### src/rtl/drl_pkg.sv
// shared constants and types of the dynamic range limiter
package drl_pkg;

    // register indices; byte address is index times four
    localparam logic [11:0] IDX_CFG    = 12'h0430;
    localparam logic [11:0] IDX_TUNE   = 12'h0434;
    localparam logic [11:0] IDX_CB_CNT = 12'h0559;
    localparam logic [11:0] IDX_CB_SEL = 12'h055A;
    localparam logic [11:0] IDX_CHSEL  = 12'h0008;
    localparam logic [11:0] IDX_STAT   = 12'h000A;

    // config register fields and register reset values
    localparam int CFG_EN    = 0;
    localparam int CFG_CPLX  = 1;
    localparam int CFG_BW43  = 2;
    localparam logic [2:0] CFG_RST    = 3'h0;
    localparam logic [3:0] TUNE_RST   = 4'h4;
    localparam logic [1:0] CB_CNT_RST = 2'h0;
    localparam logic [5:0] CB_SEL_RST = 6'h00;

    // real mode tuning limits
    localparam logic [3:0] TUNE_REAL_MIN = 4'h2;
    localparam logic [3:0] TUNE_REAL_MAX = 4'h6;

    // control bit source codes
    localparam logic [1:0] SRC_ZERO = 2'h0;
    localparam logic [1:0] SRC_PUN1 = 2'h1;
    localparam logic [1:0] SRC_PUN0 = 2'h2;
    localparam logic [1:0] SRC_FLAG = 2'h3;

    // resolutions and declared converter resolution
    localparam logic [3:0] RES_FULL   = 4'hE;
    localparam logic [4:0] N_DECL_STD = 5'h0E;
    localparam logic [4:0] N_DECL_CS3 = 5'h0D;
    localparam logic [1:0] CS_MAX     = 2'h3;

    // peak thresholds, 8192 = 0 dBFS: -30,-24,-18,-12,-6 dBFS
    localparam logic [16:0] THR_M30 = 17'h0_0103;
    localparam logic [16:0] THR_M24 = 17'h0_0205;
    localparam logic [16:0] THR_M18 = 17'h0_0407;
    localparam logic [16:0] THR_M12 = 17'h0_080A;
    localparam logic [16:0] THR_M06 = 17'h0_100A;

    // status fields
    localparam int ST_PUN  = 0;
    localparam int ST_FLAG = 2;
    localparam int ST_RES  = 4;
    localparam int ST_NDEC = 8;

    // cosine of k*2pi/16, scaled by 127
    localparam logic signed [7:0] COS_LUT [16] = '{
        8'sh7F, 8'sh75, 8'sh5A, 8'sh31, 8'sh00, -8'sh31, -8'sh5A, -8'sh75,
        -8'sh7F, -8'sh75, -8'sh5A, -8'sh31, 8'sh00, 8'sh31, 8'sh5A, 8'sh75};
    localparam logic [3:0] QUARTER = 4'h4;

    typedef struct packed {
        logic signed [13:0] a;
        logic signed [13:0] b;
    } drl_smp_t;

    typedef struct packed {
        logic [15:0] a;
        logic [15:0] b;
    } drl_word_t;

endpackage

### src/rtl/drl_buf2.sv
// small valid/ready buffer in the output data path
`timescale 1ns/10ps
module drl_buf2 #(
    parameter int WIDTH = 32,
    parameter int DEPTH = 2
) (
    // clock and reset
    input  wire logic             sys_clk,
    input  wire logic             reset_n,
    // fill side
    input  wire logic             in_valid,
    output logic                  in_ready,
    input  wire logic [WIDTH-1:0] in_data,
    // drain side
    output logic                  out_valid,
    input  wire logic             out_ready,
    output logic [WIDTH-1:0]      out_data
);
    localparam int PW = $clog2(DEPTH);

    logic [WIDTH-1:0] mem_ff [DEPTH];
    logic [PW-1:0]    wr_ptr_ff;
    logic [PW-1:0]    rd_ptr_ff;
    logic [PW:0]      cnt_ff;
    wire              push = in_valid & in_ready;
    wire              pop  = out_valid & out_ready;

    assign in_ready  = (cnt_ff != (PW+1)'(DEPTH));
    assign out_valid = (cnt_ff != '0);
    assign out_data  = mem_ff[rd_ptr_ff];

    always_ff @(posedge sys_clk) begin
        if (push) begin
            mem_ff[wr_ptr_ff] <= in_data;
        end
    end

    always_ff @(posedge sys_clk or negedge reset_n) begin
        if (!reset_n) begin
            wr_ptr_ff <= '0;
            rd_ptr_ff <= '0;
            cnt_ff    <= '0;
        end else begin
            if (push) wr_ptr_ff <= PW'(wr_ptr_ff + 1'b1);
            if (pop)  rd_ptr_ff <= PW'(rd_ptr_ff + 1'b1);
            cnt_ff <= (PW+1)'(cnt_ff + push - pop);
        end
    end
endmodule // drl_buf2

### src/rtl/drl_top.sv
// resolution limiter: zone peak detect, bit trimming, control bits
`timescale 1ns/10ps
module drl_top #(
    parameter int DECAY_SHIFT = 8
) (
    // clock and reset
    input  wire logic             sys_clk,
    input  wire logic             reset_n,
    // avalon-mm slave
    input  wire logic [13:0]      avs_address,
    input  wire logic             avs_read,
    input  wire logic             avs_write,
    input  wire logic [3:0]       avs_byteenable,
    input  wire logic [31:0]      avs_writedata,
    output logic [31:0]           avs_readdata,
    output logic                  avs_waitrequest,
    // sample input
    input  wire logic             in_valid,
    output logic                  in_ready,
    input  wire drl_pkg::drl_smp_t in_smp,
    // framed word output
    output logic                  out_valid,
    input  wire logic             out_ready,
    output drl_pkg::drl_word_t    out_word,
    // resolution state per channel
    output logic [1:0]            dr_punish_a,
    output logic [1:0]            dr_punish_b,
    output logic [1:0]            dr_reduce
);
    // shared helpers
    function automatic logic signed [15:0] mac(
        input logic signed [13:0] x0, input logic signed [7:0] k0,
        input logic signed [13:0] x1, input logic signed [7:0] k1);
        logic signed [22:0] acc;
        // widen before multiplying so the product is not cut to 14 bits
        acc = 23'(x0) * 23'(k0) + 23'(x1) * 23'(k1);
        return acc[22:7];
    endfunction

    // in-band estimate removed, leaving the zone content
    function automatic logic signed [15:0] resid(
        input logic bw43, input logic signed [15:0] y0,
        input logic signed [15:0] y1, input logic signed [15:0] y2,
        input logic signed [15:0] y3);
        logic signed [17:0] s4;
        logic signed [17:0] d2;
        s4 = 18'(y0) + 18'(y1) + 18'(y2) + 18'(y3);
        d2 = 18'(y0) - 18'(y1);
        if (bw43) return d2[16:1];
        return 16'(18'(y1) - (s4 >>> 2));
    endfunction

    function automatic logic [16:0] mag(input logic signed [15:0] re,
                                        input logic signed [15:0] im);
        logic [15:0] ar;
        logic [15:0] ai;
        ar = re[15] ? 16'(-re) : 16'(re);
        ai = im[15] ? 16'(-im) : 16'(im);
        if (ar > ai) return 17'(ar) + 17'(ai >> 1);
        return 17'(ai) + 17'(ar >> 1);
    endfunction

    function automatic logic [2:0] drop_of(input logic [16:0] pk);
        if (pk > drl_pkg::THR_M06) return 3'h5;
        if (pk > drl_pkg::THR_M12) return 3'h4;
        if (pk > drl_pkg::THR_M18) return 3'h3;
        if (pk > drl_pkg::THR_M24) return 3'h2;
        if (pk > drl_pkg::THR_M30) return 3'h1;
        return 3'h0;
    endfunction

    function automatic logic hit(input logic [13:0] adr,
                                 input logic [11:0] idx);
        return adr == {idx, 2'b00};
    endfunction

    // register bank, one set per channel
    logic [2:0]  cfg_ff    [2];
    logic [3:0]  tune_ff   [2];
    logic [1:0]  cb_cnt_ff [2];
    logic [5:0]  cb_sel_ff [2];
    logic        chsel_ff;
    logic        rd_ack_ff;
    logic [31:0] rdata_ff;

    wire wr_cfg   = hit(avs_address, drl_pkg::IDX_CFG);
    wire wr_tune  = hit(avs_address, drl_pkg::IDX_TUNE);
    wire wr_cbcnt = hit(avs_address, drl_pkg::IDX_CB_CNT);
    wire wr_cbsel = hit(avs_address, drl_pkg::IDX_CB_SEL);
    wire wr_chsel = hit(avs_address, drl_pkg::IDX_CHSEL);
    wire rd_stat  = hit(avs_address, drl_pkg::IDX_STAT);
    wire wr_go    = avs_write & avs_byteenable[0];
    wire rd_go    = avs_read & ~rd_ack_ff;

    // reads answer one cycle late, writes at once
    assign avs_waitrequest = rd_go;
    assign avs_readdata    = rdata_ff;

    always_ff @(posedge sys_clk or negedge reset_n) begin
        if (!reset_n) begin
            for (int i = 0; i < 2; i++) begin
                cfg_ff[i]    <= drl_pkg::CFG_RST;
                tune_ff[i]   <= drl_pkg::TUNE_RST;
                cb_cnt_ff[i] <= drl_pkg::CB_CNT_RST;
                cb_sel_ff[i] <= drl_pkg::CB_SEL_RST;
            end
            chsel_ff <= 1'b0;
        end else if (wr_go) begin
            if (wr_cfg)   cfg_ff[chsel_ff]    <= avs_writedata[2:0];
            if (wr_tune)  tune_ff[chsel_ff]   <= avs_writedata[3:0];
            if (wr_cbcnt) cb_cnt_ff[chsel_ff] <= avs_writedata[1:0];
            if (wr_cbsel) cb_sel_ff[chsel_ff] <= avs_writedata[5:0];
            if (wr_chsel) chsel_ff            <= avs_writedata[0];
        end
    end

    // per-channel state
    logic [3:0]         ph_ff   [2];
    logic signed [15:0] yr_ff   [2][3];
    logic signed [15:0] yi_ff   [2][3];
    logic [16:0]        peak_ff [2];
    logic [2:0]         drop    [2];
    logic [1:0]         punish  [2];
    logic [15:0]        word    [2];
    logic [4:0]         n_decl  [2];

    wire push = in_valid & in_ready;

    for (genvar g = 0; g < 2; g++) begin : g_ch
        wire        en    = cfg_ff[g][drl_pkg::CFG_EN];
        wire        cplx  = cfg_ff[g][drl_pkg::CFG_CPLX];
        // real mode is limited to the narrow band
        wire        bw43  = cplx & cfg_ff[g][drl_pkg::CFG_BW43];
        wire [3:0]  tw    = tune_ff[g];
        wire        lo_tw = tw < drl_pkg::TUNE_REAL_MIN;
        wire        hi_tw = tw > drl_pkg::TUNE_REAL_MAX;
        // out-of-range real words are clamped, not rejected
        wire [3:0]  tw_r  = lo_tw ? drl_pkg::TUNE_REAL_MIN :
                            hi_tw ? drl_pkg::TUNE_REAL_MAX : tw;
        wire [3:0]  tw_e  = cplx ? tw : tw_r;
        // I on A, Q on B in complex use
        wire signed [13:0] own = (g == 0) ? in_smp.a : in_smp.b;
        wire signed [13:0] xi  = cplx ? in_smp.a : own;
        wire signed [13:0] xq  = cplx ? in_smp.b : 14'sh0000;
        wire signed [7:0]  c   = drl_pkg::COS_LUT[ph_ff[g]];
        wire signed [7:0]  s   =
            drl_pkg::COS_LUT[4'(ph_ff[g] - drl_pkg::QUARTER)];
        // shift the protected centre to zero
        wire signed [15:0] y0r = mac(xi, c, xq, s);
        wire signed [15:0] y0i = mac(xq, c, xi, -s);
        // the wider band keeps a shorter averager
        wire signed [15:0] rr  = resid(bw43, y0r, yr_ff[g][0],
                                       yr_ff[g][1], yr_ff[g][2]);
        wire signed [15:0] ri  = resid(bw43, y0i, yi_ff[g][0],
                                       yi_ff[g][1], yi_ff[g][2]);
        wire [16:0] m   = mag(rr, ri);
        wire [16:0] dec = peak_ff[g] - (peak_ff[g] >> DECAY_SHIFT);

        always_ff @(posedge sys_clk or negedge reset_n) begin
            if (!reset_n) begin
                ph_ff[g]   <= '0;
                peak_ff[g] <= '0;
                for (int k = 0; k < 3; k++) begin
                    yr_ff[g][k] <= '0;
                    yi_ff[g][k] <= '0;
                end
            end else if (push) begin
                ph_ff[g]    <= 4'(ph_ff[g] + tw_e);
                yr_ff[g][0] <= y0r;
                yi_ff[g][0] <= y0i;
                for (int k = 1; k < 3; k++) begin
                    yr_ff[g][k] <= yr_ff[g][k-1];
                    yi_ff[g][k] <= yi_ff[g][k-1];
                end
                // fast attack, slow release
                if (!en)           peak_ff[g] <= '0;
                else if (m > dec)  peak_ff[g] <= m;
                else               peak_ff[g] <= dec;
            end
        end

        // at most five bits are dropped, so 9 always survive
        assign drop[g] = en ? drop_of(peak_ff[g]) : 3'h0;
        assign punish[g] = (drop[g] == 3'h0) ? 2'b00 :
                           (drop[g] == 3'h1) ? 2'b01 :
                           (drop[g] <= 3'h3) ? 2'b10 : 2'b11;
        wire flag = (drop[g] != 3'h0);

        // no scaling, only masking of the low bits
        wire [13:0] msk  = 14'h3FFF << drop[g];
        wire [13:0] trim = own & msk;

        function automatic logic pick(input logic [1:0] sel,
                                      input logic [1:0] pn,
                                      input logic fl);
            case (sel)
                drl_pkg::SRC_PUN1: return pn[1];
                drl_pkg::SRC_PUN0: return pn[0];
                drl_pkg::SRC_FLAG: return fl;
                default:           return 1'b0;
            endcase
        endfunction

        wire [1:0] cs  = cb_cnt_ff[g];
        wire       cb2 = (cs != 2'h0) &
                         pick(cb_sel_ff[g][5:4], punish[g], flag);
        wire       cb1 = (cs >= 2'h2) &
                         pick(cb_sel_ff[g][3:2], punish[g], flag);
        wire       cb0 = pick(cb_sel_ff[g][1:0], punish[g], flag);
        wire       cs3 = (cs == drl_pkg::CS_MAX);
        // third control bit takes the sample lsb, so N drops to 13
        assign word[g] = {trim[13:1], cs3 ? cb0 : trim[0], cb2, cb1};
        assign n_decl[g] = cs3 ? drl_pkg::N_DECL_CS3 :
                                 drl_pkg::N_DECL_STD;
    end

    // status of the selected channel
    wire [3:0]  res_sel  = 4'(drl_pkg::RES_FULL - drop[chsel_ff]);
    wire [31:0] stat_val =
        (32'(punish[chsel_ff]) << drl_pkg::ST_PUN) |
        (32'(drop[chsel_ff] != 3'h0) << drl_pkg::ST_FLAG) |
        (32'(res_sel) << drl_pkg::ST_RES) |
        (32'(n_decl[chsel_ff]) << drl_pkg::ST_NDEC);
    wire [31:0] rd_mux =
        hit(avs_address, drl_pkg::IDX_CFG)    ? 32'(cfg_ff[chsel_ff]) :
        hit(avs_address, drl_pkg::IDX_TUNE)   ? 32'(tune_ff[chsel_ff]) :
        hit(avs_address, drl_pkg::IDX_CB_CNT) ? 32'(cb_cnt_ff[chsel_ff]) :
        hit(avs_address, drl_pkg::IDX_CB_SEL) ? 32'(cb_sel_ff[chsel_ff]) :
        hit(avs_address, drl_pkg::IDX_CHSEL)  ? 32'(chsel_ff) :
        rd_stat                               ? stat_val : 32'h0000_0000;

    always_ff @(posedge sys_clk or negedge reset_n) begin
        if (!reset_n) begin
            rd_ack_ff <= 1'b0;
            rdata_ff  <= '0;
        end else begin
            rd_ack_ff <= rd_go;
            if (rd_go) rdata_ff <= rd_mux;
        end
    end

    // state outputs straight from the peak registers
    assign dr_punish_a = punish[0];
    assign dr_punish_b = punish[1];
    assign dr_reduce   = {drop[1] != 3'h0, drop[0] != 3'h0};

    // stall at the output reaches the sample source
    drl_buf2 #(
        .WIDTH ($bits(drl_pkg::drl_word_t)),
        .DEPTH (2)
    ) u_buf (
        .sys_clk   (sys_clk),
        .reset_n   (reset_n),
        .in_valid  (in_valid),
        .in_ready  (in_ready),
        .in_data   ({word[0], word[1]}),
        .out_valid (out_valid),
        .out_ready (out_ready),
        .out_data  (out_word)
    );
endmodule // drl_top

### config.mk
export PLATFORM = sky130hd
export DESIGN_NAME = drl_top
export DESIGN_NICKNAME = d
export VERILOG_FILES = /design/src/rtl/drl_pkg.sv /design/src/rtl/drl_buf2.sv /design/src/rtl/drl_top.sv
export SDC_FILE = /design/constraint.sdc
export NUM_CORES = 2
export LEC_CHECK = 0
export BUFFER_PORTS_ARGS = -buffer_cell sky130_fd_sc_hd__buf_4
export CAP_MARGIN = 20
export CORE_ASPECT_RATIO = 0.75
export CORE_MARGIN = 5
export CORE_UTILIZATION = 61
export CTS_BUF_LIST = sky130_fd_sc_hd__clkbuf_8
export CTS_CLUSTER_SIZE = 24
export DETAILED_ROUTE_END_ITERATION = 8
export GPL_ROUTABILITY_DRIVEN = 1
export GPL_TIMING_DRIVEN = 0
export PLACE_DENSITY = 0.8
export SLEW_MARGIN = 20
export SYNTH_ARGS = -nofsm -noshare
export SYNTH_HDL_FRONTEND = slang
export SYNTH_SLANG_ARGS = --single-unit
export TNS_END_PERCENT = 1
### constraint.sdc
create_clock -name sys_clk -period 16.5 [get_ports sys_clk]
set_input_delay 1.65 -clock sys_clk [delete_from_list [all_inputs] [get_ports sys_clk]]
set_output_delay 1.65 -clock sys_clk [all_outputs]
set_load 0.02 [all_outputs]
==> summary.txt <==
Outcome
  • Status: finished clean

STA
  • Post-route setup TNS: 0 ns
  • Relative slew slack: 4.77%
  • Clock period minus worst slack: 16.38 ns
  • Layout Skew: 0.0676 ns
  • Peak Freq: 61.1 MHz
  • Period utilization: 99.3%
  • Slew @ Worst Pin: 1.41 ns
  • Slew Limit Fails: 0
  • Final Hold Viols: 0
  • RSZ-0062 raised after global routing: yes
  • Setup violations, final: 0
  • WHS: 0.485 ns

Die
  • Die area: 116000 µm²
  • Row count: 104
  • Die Y: 296 µm
  • CORE AREA: 108000 µm²
  • Die width: 391 µm
  • I/O Pins: 157
  • Initial Util: 61.7%

Worst setup path
  • Worst reg2reg path startpoint: ph_ff[1]
  • Worst reg2reg path depth: 74
  • Crit-path slowest cell: fa_1
  • Critical path class: flop to flop
  • Critical Path Sink Type: flop
  • CP endpoint: peak_ff[10]
  • CP required: 17.13 ns
  • CP Launch Point: ph_ff[1]
  • Worst Path Max Fanout: 8
  • Slowest stage delay, CP: 0.55 ns
  • CP Launch Type: flop
  • CP arrival: 17.01 ns
  • Most common cell on crit path: o21a_1
  • Worst R2R End: peak_ff[10]
  • Worst R2R Setup Slack: 0.12 ns

Routing
  • First drt pass iteration count: 9
  • Vias per cell: 6.04
  • Drt drc: 0
  • DR vias: 57.4k
  • Antenna Violating Nets Remaining: 0
  • Routed wire length: 213000 µm
  • Drt wl/cell: 22.5 µm
  • Initial detailed-routing violation count: 6221

Synth
  • Synth Area in Compound Gates: 11.3%
  • Synth area leaders: fa_1 (31%), ha_1 (11%), dfrtp_1 (10%)
  • Synth Instances: 7568
  • Ys flop type: dfrtp_1
  • Ys async rst share: 81.4%
  • Post-synth EDFFs: 64
  • Commonest cells in the netlist: inv_1 (1417), fa_1 (1045), nand2_1 (951)
  • FF+latch count, synth: 345
  • Ys Warns: 0
  • Synth top area share: 31.5%
  • Multiplexer area fraction after synthesis: 2.73%
  • Adder-Cell Fraction of Synth Area: 42.8%
  • Netlist Area Pre-Place: 66500 µm²
  • XOR/XNOR Fraction of Synth Area: 5.30%
  • Sequential cell area fraction in the yosys report: 13.5%
  • Synth Area in Simple Gates: 14.7%
  • Avg Cell Area, Syn: 8.79 µm²
  • Area leader, netlist: fa_1
  • Netlist cell types: 109
  • Most common cell in the netlist: inv_1
  • Largest family of logic cells by synthesized area: adder cells

CTS
  • H-tree levels: 2
  • Clock latency on the worst-skew pair: 0.79 ns
  • Clock Sinks: 345
  • Clk buf depth: 3
  • CTS tree: built
  • CTS buffer count: 60
  • Clock-pin transition on the worst setup and hold timing paths: 0.07 ns
  • Root buffer cell: clkbuf_8

Cells and area
  • Post-Layout Cell Count: 9502
  • Post-layout util: 71.3%
  • P&R area growth vs syn: 15.6%
  • Filler Cell Count: 7772
  • Layout cell share with drive strength beyond 1: 15.0%
  • Area of the multi-input gates: 54400 µm²
  • Reg area: 8970 µm²
  • Layout Nets: 9732

GRT
  • Total global routing overflow: 0
  • Antenna violations before repair: 12
  • Vias in the first global route: 57.8k
  • Largest net degree at the start of global routing: 87
  • First-pass GRT wire length: 324000 µm
  • GRT Overall Usage: 36.1%

Min path
  • Hold Crit Class: flop to flop
  • Worst Hold Launch: yr_ff[76]

Job
  • Number of max-cap violations: 0

Placed design
  • Placed Cells: 9126
  • Post-DP HPWL: 163000 µm
  • I/O Buffers: 102
  • RePlAce Congestion: 0.969
## per-stage QoR
| step | setup slack (ns) | cell area (µm²) |
|---|---|---|
| finish | 0.122 | 76800 |
| global route | -0.393 | 76800 |
| CTS | 0.00266 | 74000 |
| detailed placement | -4.29 | 69400 |
| global placement | -4.04 | 69200 |
| floorplan | -0.00751 | 66600 |
## routing by layer
| layer | up-vias | global-route usage, % | share of wire [%] |
|---|---|---|---|
| met3 | 698 | 13.3 | 14 |
| met5 | - | 0 | 0.080 |
| met1 | 28400 | 49.9 | 39 |
| met2 | 3414 | 52.6 | 42 |
| met4 | 4 | 13.2 | 4.6 |
| li1 | 24900 | - | - |
## area by class of cell
type,instances,area share [%]
timing repair buffer,372,4.25
clock inverter,40,0.537
sequential,345,11.7
clock buffer,73,1.31
inverter,1423,7.01
multi-input combinational,5552,70.7
tap,1431,2.33
antenna,12,0.0391
buffer,254,2.13
## state kept, by name, summed over array words and instances, names as in the netlist
signal and flops:
yi_ff 96, yr_ff 96, u_buf.mem_ff 64, peak_ff 34
cb_sel_ff 12, avs_readdata 11, g_ch.tw 8, ph_ff 8
cfg_ff 6, g_ch.cs 4, u_buf.cnt_ff 2, chsel_ff 1
rd_ack_ff 1, u_buf.rd_ptr_ff 1, u_buf.wr_ptr_ff 1
## timing repair
item,in CTS,in global routing
hold buffers,0,0
cloned,3,5
endpoints found under the setup margin,34,34
setup buffers,119,138
gates resized for setup,510,348
pin swaps,85,218
## cell families (layout without fill, tap and decap cells)
kind of cell    after synthesis  count (layout)
xor+xnor                    397             397
compound gates             1145            1145
fa+ha+maj                  1649            1649
simple gates               2174            2174
other cells                   1              32
flops                       345             345
mux                         167             167
buf+inv                    1690            2162
## how the worst min path moves through the flow
| stage | depth (start not counted) | endpoint |
|---|---|---|
| final | 2 | yr_ff[60] |
| after global routing | 1 | u_buf.cnt_ff[1] |
| after CTS | 2 | yr_ff[60] |
| after detailed placement | 2 | avs_readdata[7] |
| after global placement | 2 | avs_readdata[7] |
| after floorplan | 1 | u_buf.cnt_ff[1] |
## critical path, delay by kind of cell (launching register included)
family                   cells  cell delay (ns)
XOR/XNOR                     3             0.63
adder cells (fa/ha/maj)     14             5.24
buffers and inverters        9             1.04
flip-flops                   1             0.45
multiplexers                 2             0.65
AND/OR/NAND/NOR             16             2.78
AO/OA/AOI/OAI               30             5.42
## layout by cell type, fill, tap and decap left out, drive strengths merged, types with 14 or more instances in the layout
master / netlist / routed
inv: 1418 / 1433
fa: 1045 / 1045
nand2: 951 / 951
ha: 595 / 595
nor2: 564 / 564
buf: 53 / 441
o21ai: 321 / 321
xnor2: 284 / 284
dfrtp: 279 / 279
clkbuf: 214 / 258
a21oi: 238 / 238
and2: 147 / 147
a21o: 126 / 126
xor2: 113 / 113
mux2: 100 / 100
nor3: 94 / 94
o21a: 91 / 91
nand3: 81 / 81
mux2i: 66 / 66
edfxtp: 64 / 64
nand2b: 64 / 64
o21bai: 55 / 55
nor2b: 46 / 46
nand4: 44 / 44
a211oi: 44 / 44
and3: 37 / 37
or2: 36 / 36
o211ai: 31 / 31
or3: 31 / 31
o31ai: 31 / 31
a31oi: 26 / 26
conb: 1 / 20
nor4: 17 / 17
clkinv: 5 / 16
a31o: 14 / 14
o22ai: 14 / 14
a21boi: 14 / 14
Power is left out: the tool's default activity adds up to more than one toggle a clock period on the data nets, which glitch-free logic cannot reach.
